--- src/core/wetting_cfg_pkg.sv ---
package wetting_cfg_pkg;
  // ************************************************************
  // register map
  // ************************************************************
  localparam int ADDR_W = 6;
  localparam int DATA_W = 24;
  localparam int NUM_INPUTS = 24;
  localparam int NUM_PAIRS = 4;
  localparam int NUM_GROUPS = 4;
  localparam int GROUP_SIZE = 6;
  localparam logic [ADDR_W-1:0] PAIR_CUR_ADDR = 6'h1e;
  localparam logic [ADDR_W-1:0] PULSE_CFG_ADDR = 6'h1f;
  localparam logic [ADDR_W-1:0] PULSE_EN_ADDR = 6'h20;
  localparam logic [DATA_W-1:0] REG_RESET = 24'h000000;
  // ************************************************************
  // field layout
  // ************************************************************
  localparam int PAIR_FIELD_W = 3;
  localparam int PAIR_FIELDS_W = PAIR_FIELD_W * NUM_PAIRS;
  localparam int DUR_LSB = 4;
  localparam int DUR_W = 3;
  localparam int GRP_LSB = 0;
  localparam int PULSE_CFG_W = DUR_LSB + DUR_W;
  // ************************************************************
  // current codes and values in mA
  // ************************************************************
  localparam logic [2:0] WC_CODE_OFF = 3'h0;
  localparam logic [2:0] WC_CODE_1MA = 3'h1;
  localparam logic [2:0] WC_CODE_2MA = 3'h2;
  localparam logic [2:0] WC_CODE_5MA = 3'h3;
  localparam logic [2:0] WC_CODE_10MA = 3'h4;
  localparam logic [3:0] MA_0 = 4'h0;
  localparam logic [3:0] MA_1 = 4'h1;
  localparam logic [3:0] MA_2 = 4'h2;
  localparam logic [3:0] MA_5 = 4'h5;
  localparam logic [3:0] MA_10 = 4'ha;
  localparam logic [3:0] MA_15 = 4'hf;
  // ************************************************************
  // timing
  // ************************************************************
  localparam int CLK_PERIOD_PS = 5000;
  localparam int PULSE_UNIT_US = 64;
  localparam int PULSE_UNIT_CYC = (PULSE_UNIT_US * 1000000) / CLK_PERIOD_PS;
  localparam int TIMER_W = 17;
  typedef logic [3:0] ma_t;
  typedef struct packed {
    logic [DUR_W-1:0] duration_sel;
    logic [NUM_GROUPS-1:0] grp_cur;
  } pulse_cfg_s;
endpackage : wetting_cfg_pkg

--- src/core/wetting_cfg_regs.sv ---
`timescale 1ns/1ps
// Overview of operation
// - pair current code: 0 off, 1/2/3/4 give 1/2/5/10 mA, 5-7 give 15 mA.
// - pair fields: 18/19 bits 11-9, 16/17 8-6, 14/15 5-3, 12/13 2-0; RW, reset zero.
// - duration field bits 6-4 selects 64 us times (code plus one).
// - group current bit clear gives 10 mA pulse, set gives 15 mA.
// - group bits 0..3 cover inputs 0-5, 6-11, 12-17, 18-23.
// - per-input enable bit n activates pulse current on input n.
// - pulse config at 0x1f, enables at 0x20, both reset to zero.
// - pulse config bits 23-7 read zero, writes ignored.
// - pair current register at 0x1e, resets to zero.
module wetting_cfg_regs #(
  parameter int P_PULSE_UNIT_CYC = wetting_cfg_pkg::PULSE_UNIT_CYC
) (
  input wire logic i_sys_clk,
  input wire logic i_nrst,
  input wire logic i_wr_en,
  input wire logic i_rd_en,
  input wire logic [wetting_cfg_pkg::ADDR_W-1:0] i_addr,
  input wire logic [wetting_cfg_pkg::DATA_W-1:0] i_wr_data,
  input wire logic i_wc_activate,
  input wire logic i_pulse_activate,
  output logic [wetting_cfg_pkg::DATA_W-1:0] o_rd_data,
  output logic o_rd_valid,
  output wetting_cfg_pkg::ma_t o_pair_ma [wetting_cfg_pkg::NUM_PAIRS],
  output logic o_pulse_active,
  output logic [wetting_cfg_pkg::NUM_INPUTS-1:0] o_pulse_on,
  output wetting_cfg_pkg::ma_t o_pulse_ma [wetting_cfg_pkg::NUM_INPUTS]
);
  import wetting_cfg_pkg::*;

  function automatic ma_t wc_decode(input logic [2:0] code);
    case (code)
      WC_CODE_OFF: wc_decode = MA_0;
      WC_CODE_1MA: wc_decode = MA_1;
      WC_CODE_2MA: wc_decode = MA_2;
      WC_CODE_5MA: wc_decode = MA_5;
      WC_CODE_10MA: wc_decode = MA_10;
      default: wc_decode = MA_15;
    endcase
  endfunction : wc_decode

  function automatic logic [TIMER_W-1:0] pulse_len(input logic [DUR_W-1:0] sel);
    pulse_len = TIMER_W'((int'(sel) + 1) * P_PULSE_UNIT_CYC - 1);
  endfunction : pulse_len

  // ************************************************************
  // register file
  // ************************************************************
  logic [PAIR_FIELDS_W-1:0] pair_cur_q;
  pulse_cfg_s pulse_cfg_q;
  logic [NUM_INPUTS-1:0] pulse_en_q;

  always_ff @(posedge i_sys_clk or negedge i_nrst) begin
    if (!i_nrst) begin
      pair_cur_q <= PAIR_FIELDS_W'(REG_RESET);
    end else if (i_wr_en && i_addr == PAIR_CUR_ADDR) begin
      pair_cur_q <= i_wr_data[PAIR_FIELDS_W-1:0];
    end
  end

  always_ff @(posedge i_sys_clk or negedge i_nrst) begin
    if (!i_nrst) begin
      pulse_cfg_q <= PULSE_CFG_W'(REG_RESET);
    end else if (i_wr_en && i_addr == PULSE_CFG_ADDR) begin
      pulse_cfg_q <= i_wr_data[PULSE_CFG_W-1:0];
    end
  end

  always_ff @(posedge i_sys_clk or negedge i_nrst) begin
    if (!i_nrst) begin
      pulse_en_q <= NUM_INPUTS'(REG_RESET);
    end else if (i_wr_en && i_addr == PULSE_EN_ADDR) begin
      pulse_en_q <= i_wr_data[NUM_INPUTS-1:0];
    end
  end

  // unmapped reads return zero rather than stale data
  always_ff @(posedge i_sys_clk or negedge i_nrst) begin
    if (!i_nrst) begin
      o_rd_data <= REG_RESET;
      o_rd_valid <= 1'b0;
    end else begin
      o_rd_valid <= i_rd_en;
      if (i_rd_en) begin
        case (i_addr)
          PAIR_CUR_ADDR: o_rd_data <= DATA_W'(pair_cur_q);
          PULSE_CFG_ADDR: o_rd_data <= DATA_W'(pulse_cfg_q);
          PULSE_EN_ADDR: o_rd_data <= pulse_en_q;
          default: o_rd_data <= REG_RESET;
        endcase
      end
    end
  end

  // ************************************************************
  // applied settings
  // ************************************************************
  // settings are sampled at activation so a write mid-pulse cannot glitch the sources
  always_ff @(posedge i_sys_clk or negedge i_nrst) begin
    if (!i_nrst) begin
      for (int p = 0; p < NUM_PAIRS; p++) begin
        o_pair_ma[p] <= MA_0;
      end
    end else if (i_wc_activate) begin
      for (int p = 0; p < NUM_PAIRS; p++) begin
        o_pair_ma[p] <= wc_decode(pair_cur_q[p*PAIR_FIELD_W +: PAIR_FIELD_W]);
      end
    end
  end

  logic [TIMER_W-1:0] timer_q;

  always_ff @(posedge i_sys_clk or negedge i_nrst) begin
    if (!i_nrst) begin
      timer_q <= '0;
      o_pulse_active <= 1'b0;
    end else if (i_pulse_activate && !o_pulse_active) begin
      timer_q <= pulse_len(pulse_cfg_q.duration_sel);
      o_pulse_active <= 1'b1;
    end else if (o_pulse_active) begin
      timer_q <= timer_q - TIMER_W'(1);
      o_pulse_active <= (timer_q != '0);
    end
  end

  always_ff @(posedge i_sys_clk or negedge i_nrst) begin
    if (!i_nrst) begin
      for (int n = 0; n < NUM_INPUTS; n++) begin
        o_pulse_ma[n] <= MA_0;
      end
    end else if (i_pulse_activate && !o_pulse_active) begin
      for (int n = 0; n < NUM_INPUTS; n++) begin
        o_pulse_ma[n] <= pulse_cfg_q.grp_cur[n / GROUP_SIZE] ? MA_15 : MA_10;
      end
    end
  end

  // enables captured at start, so a host write mid-pulse leaves the running pulse alone
  always_ff @(posedge i_sys_clk or negedge i_nrst) begin
    if (!i_nrst) begin
      o_pulse_on <= '0;
    end else if (i_pulse_activate && !o_pulse_active) begin
      o_pulse_on <= pulse_en_q;
    end else if (o_pulse_active && timer_q == '0) begin
      o_pulse_on <= '0;
    end
  end

  // ************************************************************
  // checks
  // ************************************************************
  pulse_rsvd_zero_a: assert property (@(posedge i_sys_clk) disable iff (!i_nrst)
    (i_rd_en && i_addr == PULSE_CFG_ADDR) |=> o_rd_data[DATA_W-1:PULSE_CFG_W] == '0)
    else $error("reserved pulse config bits read nonzero");

  pair_readback_a: assert property (@(posedge i_sys_clk) disable iff (!i_nrst)
    (i_wr_en && i_addr == PAIR_CUR_ADDR) ##1 (i_rd_en && i_addr == PAIR_CUR_ADDR && !i_wr_en)
    |=> o_rd_data[PAIR_FIELDS_W-1:0] == $past(i_wr_data[PAIR_FIELDS_W-1:0], 2))
    else $error("pair current readback mismatch");

  enable_readback_a: assert property (@(posedge i_sys_clk) disable iff (!i_nrst)
    (i_wr_en && i_addr == PULSE_EN_ADDR) ##1 (i_rd_en && i_addr == PULSE_EN_ADDR && !i_wr_en)
    |=> o_rd_data == $past(i_wr_data, 2))
    else $error("pulse enable readback mismatch");

  pair_decode_a: assert property (@(posedge i_sys_clk) disable iff (!i_nrst)
    (i_wc_activate && pair_cur_q[PAIR_FIELDS_W-1 -: PAIR_FIELD_W] >= 3'h5) |=> o_pair_ma[3] == MA_15)
    else $error("codes 5 to 7 must give 15 mA");

  pair_low_decode_a: assert property (@(posedge i_sys_clk) disable iff (!i_nrst)
    (i_wc_activate && pair_cur_q[2:0] == WC_CODE_5MA) |=> o_pair_ma[0] == MA_5)
    else $error("code 3 must give 5 mA");

  pulse_shortest_a: assert property (@(posedge i_sys_clk) disable iff (!i_nrst)
    (i_pulse_activate && !o_pulse_active && pulse_cfg_q.duration_sel == '0)
    |=> timer_q == TIMER_W'(P_PULSE_UNIT_CYC - 1) && o_pulse_active)
    else $error("code 0 pulse length wrong");

  pulse_end_a: assert property (@(posedge i_sys_clk) disable iff (!i_nrst)
    (o_pulse_active && timer_q == '0) |=> !o_pulse_active && o_pulse_on == '0)
    else $error("pulse did not end on time");

  group_current_a: assert property (@(posedge i_sys_clk) disable iff (!i_nrst)
    (i_pulse_activate && !o_pulse_active)
    |=> o_pulse_ma[17] == ($past(pulse_cfg_q.grp_cur[2]) ? MA_15 : MA_10)
        && o_pulse_ma[18] == ($past(pulse_cfg_q.grp_cur[3]) ? MA_15 : MA_10))
    else $error("group current mapped to wrong inputs");

  pulse_gate_a: assert property (@(posedge i_sys_clk) disable iff (!i_nrst)
    (i_pulse_activate && !o_pulse_active) |=> o_pulse_on == $past(pulse_en_q))
    else $error("pulse enables not applied");

  rd_valid_pulse_a: assert property (@(posedge i_sys_clk) disable iff (!i_nrst)
    i_rd_en |=> o_rd_valid)
    else $error("read data not flagged valid");

  pair_upper_zero_a: assert property (@(posedge i_sys_clk) disable iff (!i_nrst)
    (i_rd_en && i_addr == PAIR_CUR_ADDR) |=> o_rd_data[DATA_W-1:PAIR_FIELDS_W] == '0)
    else $error("unused pair register bits read nonzero");

  unmapped_zero_a: assert property (@(posedge i_sys_clk) disable iff (!i_nrst)
    (i_rd_en && i_addr != PAIR_CUR_ADDR && i_addr != PULSE_CFG_ADDR && i_addr != PULSE_EN_ADDR)
    |=> o_rd_data == '0)
    else $error("unmapped read returned data");

  pair_hold_a: assert property (@(posedge i_sys_clk) disable iff (!i_nrst)
    !i_wc_activate |=> o_pair_ma[0] == $past(o_pair_ma[0]) && o_pair_ma[3] == $past(o_pair_ma[3]))
    else $error("pair current changed without activation");

  pulse_no_restart_a: assert property (@(posedge i_sys_clk) disable iff (!i_nrst)
    (o_pulse_active && i_pulse_activate && timer_q != '0)
    |=> o_pulse_active && timer_q == $past(timer_q) - TIMER_W'(1))
    else $error("pulse restarted while active");

  pulse_idle_off_a: assert property (@(posedge i_sys_clk) disable iff (!i_nrst)
    !o_pulse_active |-> o_pulse_on == '0)
    else $error("pulse current on while idle");

  group_edges_a: assert property (@(posedge i_sys_clk) disable iff (!i_nrst)
    (i_pulse_activate && !o_pulse_active)
    |=> o_pulse_ma[5] == ($past(pulse_cfg_q.grp_cur[0]) ? MA_15 : MA_10)
        && o_pulse_ma[6] == ($past(pulse_cfg_q.grp_cur[1]) ? MA_15 : MA_10)
        && o_pulse_ma[12] == ($past(pulse_cfg_q.grp_cur[2]) ? MA_15 : MA_10))
    else $error("group boundary current wrong");
endmodule : wetting_cfg_regs

--- config.mk ---
export PLATFORM = sky130hd
export DESIGN_NAME = wetting_cfg_regs
export DESIGN_NICKNAME = d
export VERILOG_FILES = /design/src/core/wetting_cfg_pkg.sv /design/src/core/wetting_cfg_regs.sv
export SDC_FILE = /design/constraint.sdc
export NUM_CORES = 1
export LEC_CHECK = 0
export BUFFER_PORTS_ARGS = -buffer_cell sky130_fd_sc_hd__buf_2
export CORE_MARGIN = 2
export CORE_UTILIZATION = 25
export DETAILED_ROUTE_END_ITERATION = 7
export PLACE_DENSITY_LB_ADDON = 0.15
export SETUP_SLACK_MARGIN = 0.1
export SKIP_LAST_GASP = 1
export SLEW_MARGIN = 20
export SYNTH_ARGS = -nofsm -noshare
export SYNTH_HDL_FRONTEND = slang
export SYNTH_SLANG_ARGS = --single-unit
--- constraint.sdc ---
create_clock -name i_sys_clk -period 2.71 [get_ports i_sys_clk]
set_clock_uncertainty 0.05 [all_clocks]
set_input_delay 0.542 -clock i_sys_clk [delete_from_list [all_inputs] [get_ports i_sys_clk]]
set_output_delay 0.542 -clock i_sys_clk [all_outputs]
set_load 0.01 [all_outputs]
==> flow_summary_export.csv, run 1 <==
group,metric,value,unit
layout,syn_to_final_growth,22.9,%
yosys,yosysTopAreaCell,"dfrtp_1",
yosys,synth_async_sr_flop_share,100,%
layout,regArea,3280,µm²
clocking,clk_latency,420,ps
clocking,clock_path_buffers,2,
global_routing,grt_pass1_vias,4556,
yosys,synth-main-ff-cell,"dfrtp_1",
placement,gp_congestion,0.745,
timing,final_hold_viol_count,0,
setup_path,r2r-end,"timer_q[15]$_DFFE_PN0P_",
yosys,yosys-top-cells-area,"dfrtp_1 51%, buf_4 11%, mux2_2 5.2%",
detailed_routing,wire_per_inst,16.1,µm
clocking,path_clk_slew,60,ps
die,ioPinCount,198,
die,die_w,165,µm
setup_path,slowest_stage,"dfrtp_1",
layout,final.fill_count,2600,
layout,multi_input_area,2290,µm²
global_routing,antenna_found_initial,0,
detailed_routing,routed_via_density,4.37,
yosys,synth_edf_count,0,
power,p_leak,3.98,nW
yosys,syn_nets,632,
flow_run,cap_violations,0,
setup_path,crit_type,"flip-flop to flip-flop",
timing,max_freq,0.406,GHz
clocking,numCtsBuffers,17,
layout,fin_area,7930,µm²
timing,holdWs,50.0,ps
yosys,yosysMostFrequentCell,"dfrtp_1",
setup_path,timing.reg2reg.setup_slack,250,ps
setup_path,critical_path.endpoint_type,"flip-flop",
detailed_routing,dr_total_vias,4577,
outcome,outcome,"complete, no violations",
timing,slew_violations,0,
power,power.density,745,nW/µm²
clocking,cts_root_buf,"clkbuf_16",
power,ir_worst_vdd,0.000325,V
timing,fin_crit,2460,ps
detailed_routing,dr.pass1.iters,4,
hold_path,hold_class,"primary input to asynchronous set/reset pin",
yosys,synth_top_area_share,50.8,%
die,dieArea,27100,µm²
clocking,hold_buffers,0,
yosys,synth_seq_area_share,50.8,%
setup_path,startpoint_type,"flip-flop",
yosys,syn_area,6450,µm²
yosys,synth-seq-cells,131,
timing,worstMarginPinSlew,567,ps
clocking,htree_levels,4,
detailed_routing,drt-initial-drc-count,182,
yosys,yosys-top-cells-count,"131 x dfrtp_1, 91 x buf_4, 45 x a21oi_1",
global_routing,grt-ovfl-total,0,
timing,setup_violations,0,
timing,max_slew_margin,62.2,%
yosys,synthCells,587,
detailed_routing,wirelength,16.8,mm
setup_path,cpPeakStageDelay,380,ps
setup_path,crit_path_max_fanout,3,
die,start_util,25.5,%
die,rows,58,
layout,drive_above_1_share,43.2,%
timing,final.setup.tns,0,ps
timing,min_period_over_period,90.8,%
setup_path,path_cells,"ha_1 > xnor2_2 > ha_1 > inv_1 > ha_1 > nand3_1 > o21ai_0 > or2_2 > xnor2_1 > o21ai_0",
yosys,yosysWarnings,0,
yosys,avgSynthCellArea,11.0,µm²
placement,dp_hpwl,11.9,mm
die,coreArea,25300,µm²
placement,io_buffers,197,
global_routing,grt_usage,12.9,%
die,die_h,165,µm
global_routing,grt_first_pass_wirelength,26.4,mm
clocking,cts_sinks,131,
clocking,cts_tree,"yes",
setup_path,crit_top_cell,"ha_1",
power,total_power,5.90,mW
timing,rsz0062_at_grt,"false",
detailed_routing,drtAntennaViolNets,0,
detailed_routing,route.detailed.drc,0,
layout,n_antenna_cell,0,
setup_path,r2r_start,"pulse_cfg_q[4]$_DFFE_PN0P_",
layout,nets,749,
global_routing,grt_max_degree,57,
yosys,synth.distinct_cells,48,
setup_path,cp.required,2940,ps
setup_path,r2r_cells,10,
setup_path,crit_arrival,2690,ps
placement,dpl_cell_area,7210,µm²
-- repair_timing --
action | 4_1_cts | 5_1_grt
gates resized for setup | 0 | 2
setup endpoints to repair | 0 | 2
endpoints found under the hold margin | 0 | 0
buffers inserted | 0 | 1
-- critical path, delay by kind of cell, from the launching register on --
family	cells	cell delay (ps)
flip-flops	1	380
adder cells (fa/ha/maj)	3	870
AO/OA/AOI/OAI	2	240
AND/OR/NAND/NOR	2	430
buffers and inverters	1	40
XOR/XNOR	2	310
-- cells by family (layout without fill, tap and decap cells) --
group | count (synthesis) | after routing | share of synthesized area [%]
adder cells (fa/ha/maj) | 12 | 12 | 2.21
multiplexers | 60 | 60 | 11.4
AND/OR/NAND/NOR | 115 | 115 | 8.67
AO/OA/AOI/OAI | 109 | 109 | 10.7
flip-flops | 131 | 131 | 50.8
other | 1 | 1 | 0.0582
XOR/XNOR | 15 | 15 | 2.04
buffers and inverters | 144 | 274 | 14.1
-- where the power goes --
part | total, mW | switching [mW] | leakage (nW) | internal [mW]
Combinational | 0.847 | 0.429 | 1.95 | 0.417
Sequential | 2.38 | 0.219 | 1.70 | 2.16
Clock | 2.67 | 0.893 | 0.332 | 1.78
-- metal layers --
layer / up-vias / GRT usage, % / routed length, µm
met3: 13 / 3.59 / 1040
met1: 2219 / 17.7 / 8140
met4: 0 / 3.20 / 155
met5: - / 0 / 0
li1: 2167 / - / -
met2: 178 / 20.2 / 7490
-- per-stage QoR --
step | cells | utilization [%] | setup slack, ps
2_1_floorplan | 587 | - | 266
3_3_place_gp | 1014 | 28.6 | 274
3_5_place_dp | 1014 | 28.6 | 164
4_1_cts | 1046 | 31.3 | 141
5_1_grt | 1047 | 31.4 | 101
6_report | 1047 | 31.4 | 250
-- cell type report --
type                    instances  share of cell area, %
multi-input cells             312                   28.9
inverters                      26                   1.23
clock buffers                  20                   5.76
repair buffers                216                   14.6
well taps                     330                   5.21
clock inverters                12                   2.86
flip-flops and latches        131                   41.4
-- how the worst max path moves through the flow --
stage / start / end / cells past startpoint / slack (ps)
2_1_floorplan: pulse_cfg_q[4]$_DFFE_PN0P_ / timer_q[15]$_DFFE_PN0P_ / 11 / 270
3_3_place_gp: pulse_cfg_q[4]$_DFFE_PN0P_ / timer_q[15]$_DFFE_PN0P_ / 10 / 270
3_5_place_dp: pulse_cfg_q[4]$_DFFE_PN0P_ / timer_q[15]$_DFFE_PN0P_ / 10 / 160
4_1_cts: pulse_cfg_q[4]$_DFFE_PN0P_ / timer_q[15]$_DFFE_PN0P_ / 10 / 140
5_1_grt: pulse_cfg_q[4]$_DFFE_PN0P_ / timer_q[15]$_DFFE_PN0P_ / 10 / 100
6_report: pulse_cfg_q[4]$_DFFE_PN0P_ / timer_q[15]$_DFFE_PN0P_ / 10 / 250
-- registers in the layout, summed over array words and instances, names as in the netlist --
signal,count
o_rd_valid,1
timer_q,17
pulse_en_q,24
o_pulse_ma,5
o_pair_ma,16
pulse_cfg_q,7
o_pulse_active,1
o_rd_data,24
pair_cur_q,12
o_pulse_on,24
-- cell usage in the layout, fill, tap and decap left out, types with 8 or more instances in the layout --
cell type,n
o21ai_0,19
mux2_2,30
xnor2_1,8
nor3_1,11
clkbuf_16,17
ha_1,8
nor2_1,43
mux2i_1,10
nand2_1,21
mux2_4,20
inv_1,25
buf_4,17
a21oi_1,45
dfrtp_1,130
nand3_1,14
buf_2,196
a22o_1,24
Power figures use the tool's default switching activity.
==> run 2: changes to the inputs <==
PLACE_DENSITY = 0.51   (was default)
PLACE_DENSITY_LB_ADDON = default   (was 0.15)
RECOVER_POWER = 50   (was default)
==> flow_summary_export.csv, run 2 (same netlist as run 1, synthesis figures left out) <==
group,metric,value,unit
outcome,outcome,"finished with violations",
outcome,violations,"max-capacitance violations, max-slew violations",
setup_path,crit_type,"flip-flop to flip-flop",
hold_path,hold_class,"primary input to flip-flop",
layout,n_antenna_cell,0,
power,internal_power,3.95,mW
placement,gp_congestion,0.749,
layout,layout_common_cells,"136 x buf_2, 130 x dfrtp_1, 64 x clkbuf_1",
setup_path,startpoint_type,"flip-flop",
timing,final_hold_viol_count,0,
power,ir_worst_vdd,0.000288,V
detailed_routing,drtAntennaViolNets,0,
layout,regArea,3280,µm²
detailed_routing,wire_per_inst,15.6,µm
power,p_sw_share,28.3,%
clocking,path_clk_slew,60,ps
layout,syn_to_final_growth,19.7,%
die,start_util,25.5,%
die,rows,58,
power,power.density,714,nW/µm²
layout,reg_top3,"o_pulse_on x24, o_rd_data x24, pulse_en_q x24",
setup_path,crit_arrival,2660,ps
clocking,cts_sinks,131,
setup_path,cp_top_family,"adder cells",
timing,setup_violations,0,
timing,max_freq,0.413,GHz
clocking,cts_root_buf,"clkbuf_16",
power,net-switching-power,1.56,mW
clocking,cts_tree,"yes",
detailed_routing,drt-initial-drc-count,226,
clocking,clock_path_buffers,2,
die,ioPinCount,198,
global_routing,antenna_found_initial,0,
clocking,htree_levels,4,
layout,multi_input_area,2290,µm²
setup_path,cp.required,2950,ps
die,coreArea,25300,µm²
die,die_h,165,µm
global_routing,grt_pass1_vias,4311,
layout,nets,748,
detailed_routing,dr_total_vias,4561,
layout,final_common_cell,"buf_2",
timing,fin_crit,2420,ps
timing,rsz0062_at_grt,"false",
global_routing,grt_usage,12.5,%
placement,dp_cells,1012,
placement,io_buffers,197,
setup_path,path_cells,"buf_4 > inv_1 > ha_4 > inv_1 > ha_1 > ha_1 > nand3_1 > o21ai_0 > or2_2 > xnor2_1 > o21ai_0",
timing,min_period_over_period,89.3,%
layout,drive_above_1_share,34.2,%
timing,worstMarginPinSlew,1620,ps
detailed_routing,dr.pass1.iters,4,
timing,final.setup.tns,0,ps
layout,fin_cells,1046,
timing,max_slew_margin,-8.17,%
layout,fin_util,30.6,%
die,dieArea,27100,µm²
layout,final.fill_count,2678,
placement,dp_hpwl,11.3,mm
flow_run,cap_violations,1,
setup_path,crit_path_max_fanout,8,
clocking,clk_latency,420,ps
clocking,numCtsBuffers,17,
setup_path,crit_buf_inv,3,
setup_path,slowest_stage,"dfrtp_1",
global_routing,grt_first_pass_wirelength,25.4,mm
die,die_w,165,µm
setup_path,critical_path.endpoint_type,"flip-flop",
timing,slew_violations,63,
setup_path,cpPeakStageDelay,350,ps
detailed_routing,wirelength,16.3,mm
global_routing,grt-ovfl-total,0,
power,seqPwrFrac,43.0,%
detailed_routing,route.detailed.drc,0,
global_routing,grt_max_degree,63,
detailed_routing,routed_via_density,4.36,
power,p_comb_share,14.8,%
power,clock_power_share,42.2,%
power,p_leak,3.67,nW
==> run 2: changes by cell type in the layout (fill, tap and decap cells not counted), moves of 2 or more <==
cell and change:
clkinvlp_4 +2, buf_2 -60, buf_4 -5, clkbuf_1 +63
inv_6 +3, bufinv_16 -4, clkinv_4 +2
==> run 2: stage by stage <==
stage | area, µm² | hold WS, ps | power, mW | setup slack [ps]
after global routing | 7720 | 282 | 5.82 | 98.0
after global placement | 7200 | 426 | 3.21 | 234
final | 7720 | 299 | 5.51 | 290
after floorplan | 6450 | 196 | 2.97 | 266
after detailed placement | 7200 | 426 | 3.22 | 163
after CTS | 7790 | 82.9 | 5.59 | 147
==> run 2: worst paths after layout <==
kind / from / to / slack [ps] / cells past startpoint
setup reg to reg: pulse_cfg_q[4]$_DFFE_PN0P_ / timer_q[15]$_DFFE_PN0P_ / 290 / 11
min in group asynchronous: i_nrst / pair_cur_q[5]$_DFFE_PN0P_ / 480 / 1
hold reg to reg: timer_q[5]$_DFFE_PN0P_ / timer_q[5]$_DFFE_PN0P_ / 440 / 1
hold / removal: i_wr_data[19] / pulse_en_q[19]$_DFFE_PN0P_ / 300 / 2
setup / recovery: pulse_cfg_q[4]$_DFFE_PN0P_ / timer_q[15]$_DFFE_PN0P_ / 290 / 11
max in group asynchronous: i_nrst / pulse_en_q[15]$_DFFE_PN0P_ / 610 / 2
==> run 2: layout make-up <==
| type | count | share of cell area (%) |
|---|---|---|
| sequential | 131 | 42.5 |
| clock buffer | 18 | 5.69 |
| tap | 330 | 5.35 |
| timing repair buffer | 215 | 13.5 |
| clock inverter | 14 | 1.99 |
| inverter | 26 | 1.26 |
| multi-input combinational | 312 | 29.7 |
==> run 2: timing repair <==
item / CTS / global route
buffers inserted: 0 / 2
gates resized for setup: 0 / 2
endpoints found under the setup margin: 0 / 2
hold buffers: 0 / 0
==> run 2: layer usage <==
layer	vias to the layer above	track usage (%)	part of all wire, %
met4	0	5.93	2.5
met1	2207	17.0	47
met5	-	0	0
li1	2164	-	-
met3	17	3.04	5.3
met2	173	18.8	45
==> run 2: power groups by stage <==
stage               Combinational [mW]  Clock, mW  Sequential, mW
floorplan                        0.605          0            2.37
global placement                 0.808          0            2.40
detailed placement               0.824          0            2.40
CTS                              0.824       2.40            2.37
global route                     0.918       2.49            2.41
finish                           0.814       2.33            2.37
==> run 3: changes to the inputs <==
PLACE_DENSITY = 0.45   (was 0.51)
==> flow_summary_export.csv, run 3 (same netlist as run 1, synthesis figures left out) <==
group,metric,value,unit
outcome,outcome,"finished with violations",
layout,reg_top3,"o_pulse_on x24, o_rd_data x24, pulse_en_q x24",
placement,dp_hpwl,11.2,mm
timing,rsz0062_at_grt,"false",
flow_run,cap_violations,2,
timing,slew_violations,91,
die,dieArea,27100,µm²
layout,multi_input_area,2290,µm²
layout,drive_above_1_share,34.0,%
clocking,cts_sinks,131,
detailed_routing,drtAntennaViolNets,0,
global_routing,grt-ovfl-total,0,
detailed_routing,route.detailed.drc,0,
setup_path,crit_arrival,2670,ps
setup_path,startpoint_type,"flip-flop",
global_routing,grt_pass1_vias,4310,
setup_path,critical_path.endpoint_type,"flip-flop",
setup_path,cpPeakStageDelay,370,ps
timing,min_period_over_period,89.8,%
power,total_power,5.48,mW
global_routing,antenna_found_initial,2,
setup_path,path_cells,"ha_1 > xnor2_2 > ha_1 > inv_1 > ha_1 > nand3_1 > o21ai_0 > or2_2 > xnor2_1 > o21ai_0",
power,power.density,708,nW/µm²
placement,io_buffers,197,
setup_path,slowest_stage,"dfrtp_1",
setup_path,crit_type,"flip-flop to flip-flop",
outcome,violations,"max-capacitance violations, max-slew violations",
layout,nets,746,
clocking,numCtsBuffers,17,
timing,setup_violations,0,
clocking,htree_levels,4,
detailed_routing,wire_per_inst,15.3,µm
global_routing,grt_usage,12.1,%
die,coreArea,25300,µm²
timing,max_slew_margin,-40.1,%
timing,final.setup.tns,0,ps
hold_path,hold_class,"primary input to flip-flop",
global_routing,grt_first_pass_wirelength,24.8,mm
timing,fin_crit,2430,ps
power,ir_worst_vdd,0.000358,V
layout,syn_to_final_growth,20.0,%
timing,max_freq,0.411,GHz
layout,regArea,3280,µm²
clocking,path_clk_slew,60,ps
setup_path,cp.required,2950,ps
die,die_w,165,µm
clocking,hold_buffers,0,
detailed_routing,wirelength,16.0,mm
setup_path,crit_path_max_fanout,3,
detailed_routing,routed_via_density,4.29,
timing,worstMarginPinSlew,2100,ps
clocking,clk_latency,410,ps
die,ioPinCount,198,
power,p_leak,3.67,nW
detailed_routing,dr.pass1.iters,4,
die,start_util,25.5,%
layout,final.fill_count,2636,
placement,gp_congestion,0.726,
clocking,clock_path_buffers,2,
detailed_routing,drt-initial-drc-count,198,
detailed_routing,dr_total_vias,4481,
timing,final_hold_viol_count,0,
layout,final_common_cell,"buf_2",
die,die_h,165,µm
clocking,cts_root_buf,"clkbuf_16",
global_routing,grt_max_degree,50,
die,rows,58,
layout,layout_common_cells,"135 x buf_2, 130 x dfrtp_1, 63 x clkbuf_1",
clocking,cts_tree,"yes",
setup_path,crit_top_cell,"ha_1",
run 3: path summary, 6_finish.rpt:
path,start,depth (start not counted),slack (ps),to
min in group asynchronous,i_nrst,1,800,pulse_cfg_q[4]$_DFFE_PN0P_
setup / recovery,pulse_cfg_q[4]$_DFFE_PN0P_,10,280,timer_q[15]$_DFFE_PN0P_
max in group asynchronous,i_nrst,1,590,pulse_en_q[6]$_DFFE_PN0P_
hold reg to reg,o_pulse_on[11]$_DFFE_PN0P_,1,450,o_pulse_on[11]$_DFFE_PN0P_
hold / removal,i_wr_data[15],2,310,pulse_en_q[15]$_DFFE_PN0P_
setup reg to reg,pulse_cfg_q[4]$_DFFE_PN0P_,10,280,timer_q[15]$_DFFE_PN0P_
run 3: critical path: cells and delay by family (launching register included):
family	cells	cell delay (ps)
AND/OR/NAND/NOR	2	440
buffers and inverters	1	40
flip-flops	1	370
AO/OA/AOI/OAI	2	240
adder cells (fa/ha/maj)	3	850
XOR/XNOR	2	330
run 3: what timing repair did:
action | CTS | global route
gates resized for setup | 0 | 2
setup endpoints to repair | 0 | 2
setup buffers | 0 | 1
run 3: cell type report:
class	instances	area share (%)
Clock inverter	13	1.92
Antenna cell	1	0.0323
Sequential cell	131	42.4
Multi-Input combinational cell	312	29.6
Clock buffer	19	5.59
Timing Repair Buffer	213	13.9
Inverter	26	1.26
Tap cell	330	5.33
run 3: metal layers:
layer | routed length, µm | up-vias | GRT usage (%)
met1 | 7760 | 2136 | 16.8
met5 | 7 | - | 0
li1 | - | 2163 | -
met3 | 1250 | 11 | 4.60
met2 | 6840 | 169 | 17.6
met4 | 129 | 2 | 3.08
run 3: power breakdown:
group,internal [mW],switching [mW],leakage [nW]
logic,0.403,0.411,1.70
clock network,1.37,0.928,0.275
registers,2.16,0.205,1.70
total,3.94,1.54,3.67
run 3: metrics by stage:
| step | hold WS, ps | utilization (%) | setup slack, ps | area (µm²) | std cells |
|---|---|---|---|---|---|
| 4_1_cts | 11.4 | 30.8 | 191 | 7790 | 1043 |
| 3_3_place_gp | 426 | 28.5 | 211 | 7200 | 1011 |
| 3_5_place_dp | 428 | 28.5 | 196 | 7200 | 1011 |
| 2_1_floorplan | 196 | - | 266 | 6450 | 587 |
| 5_1_grt | 286 | 30.6 | 107 | 7740 | 1045 |
| 6_report | 306 | 30.6 | 275 | 7740 | 1045 |
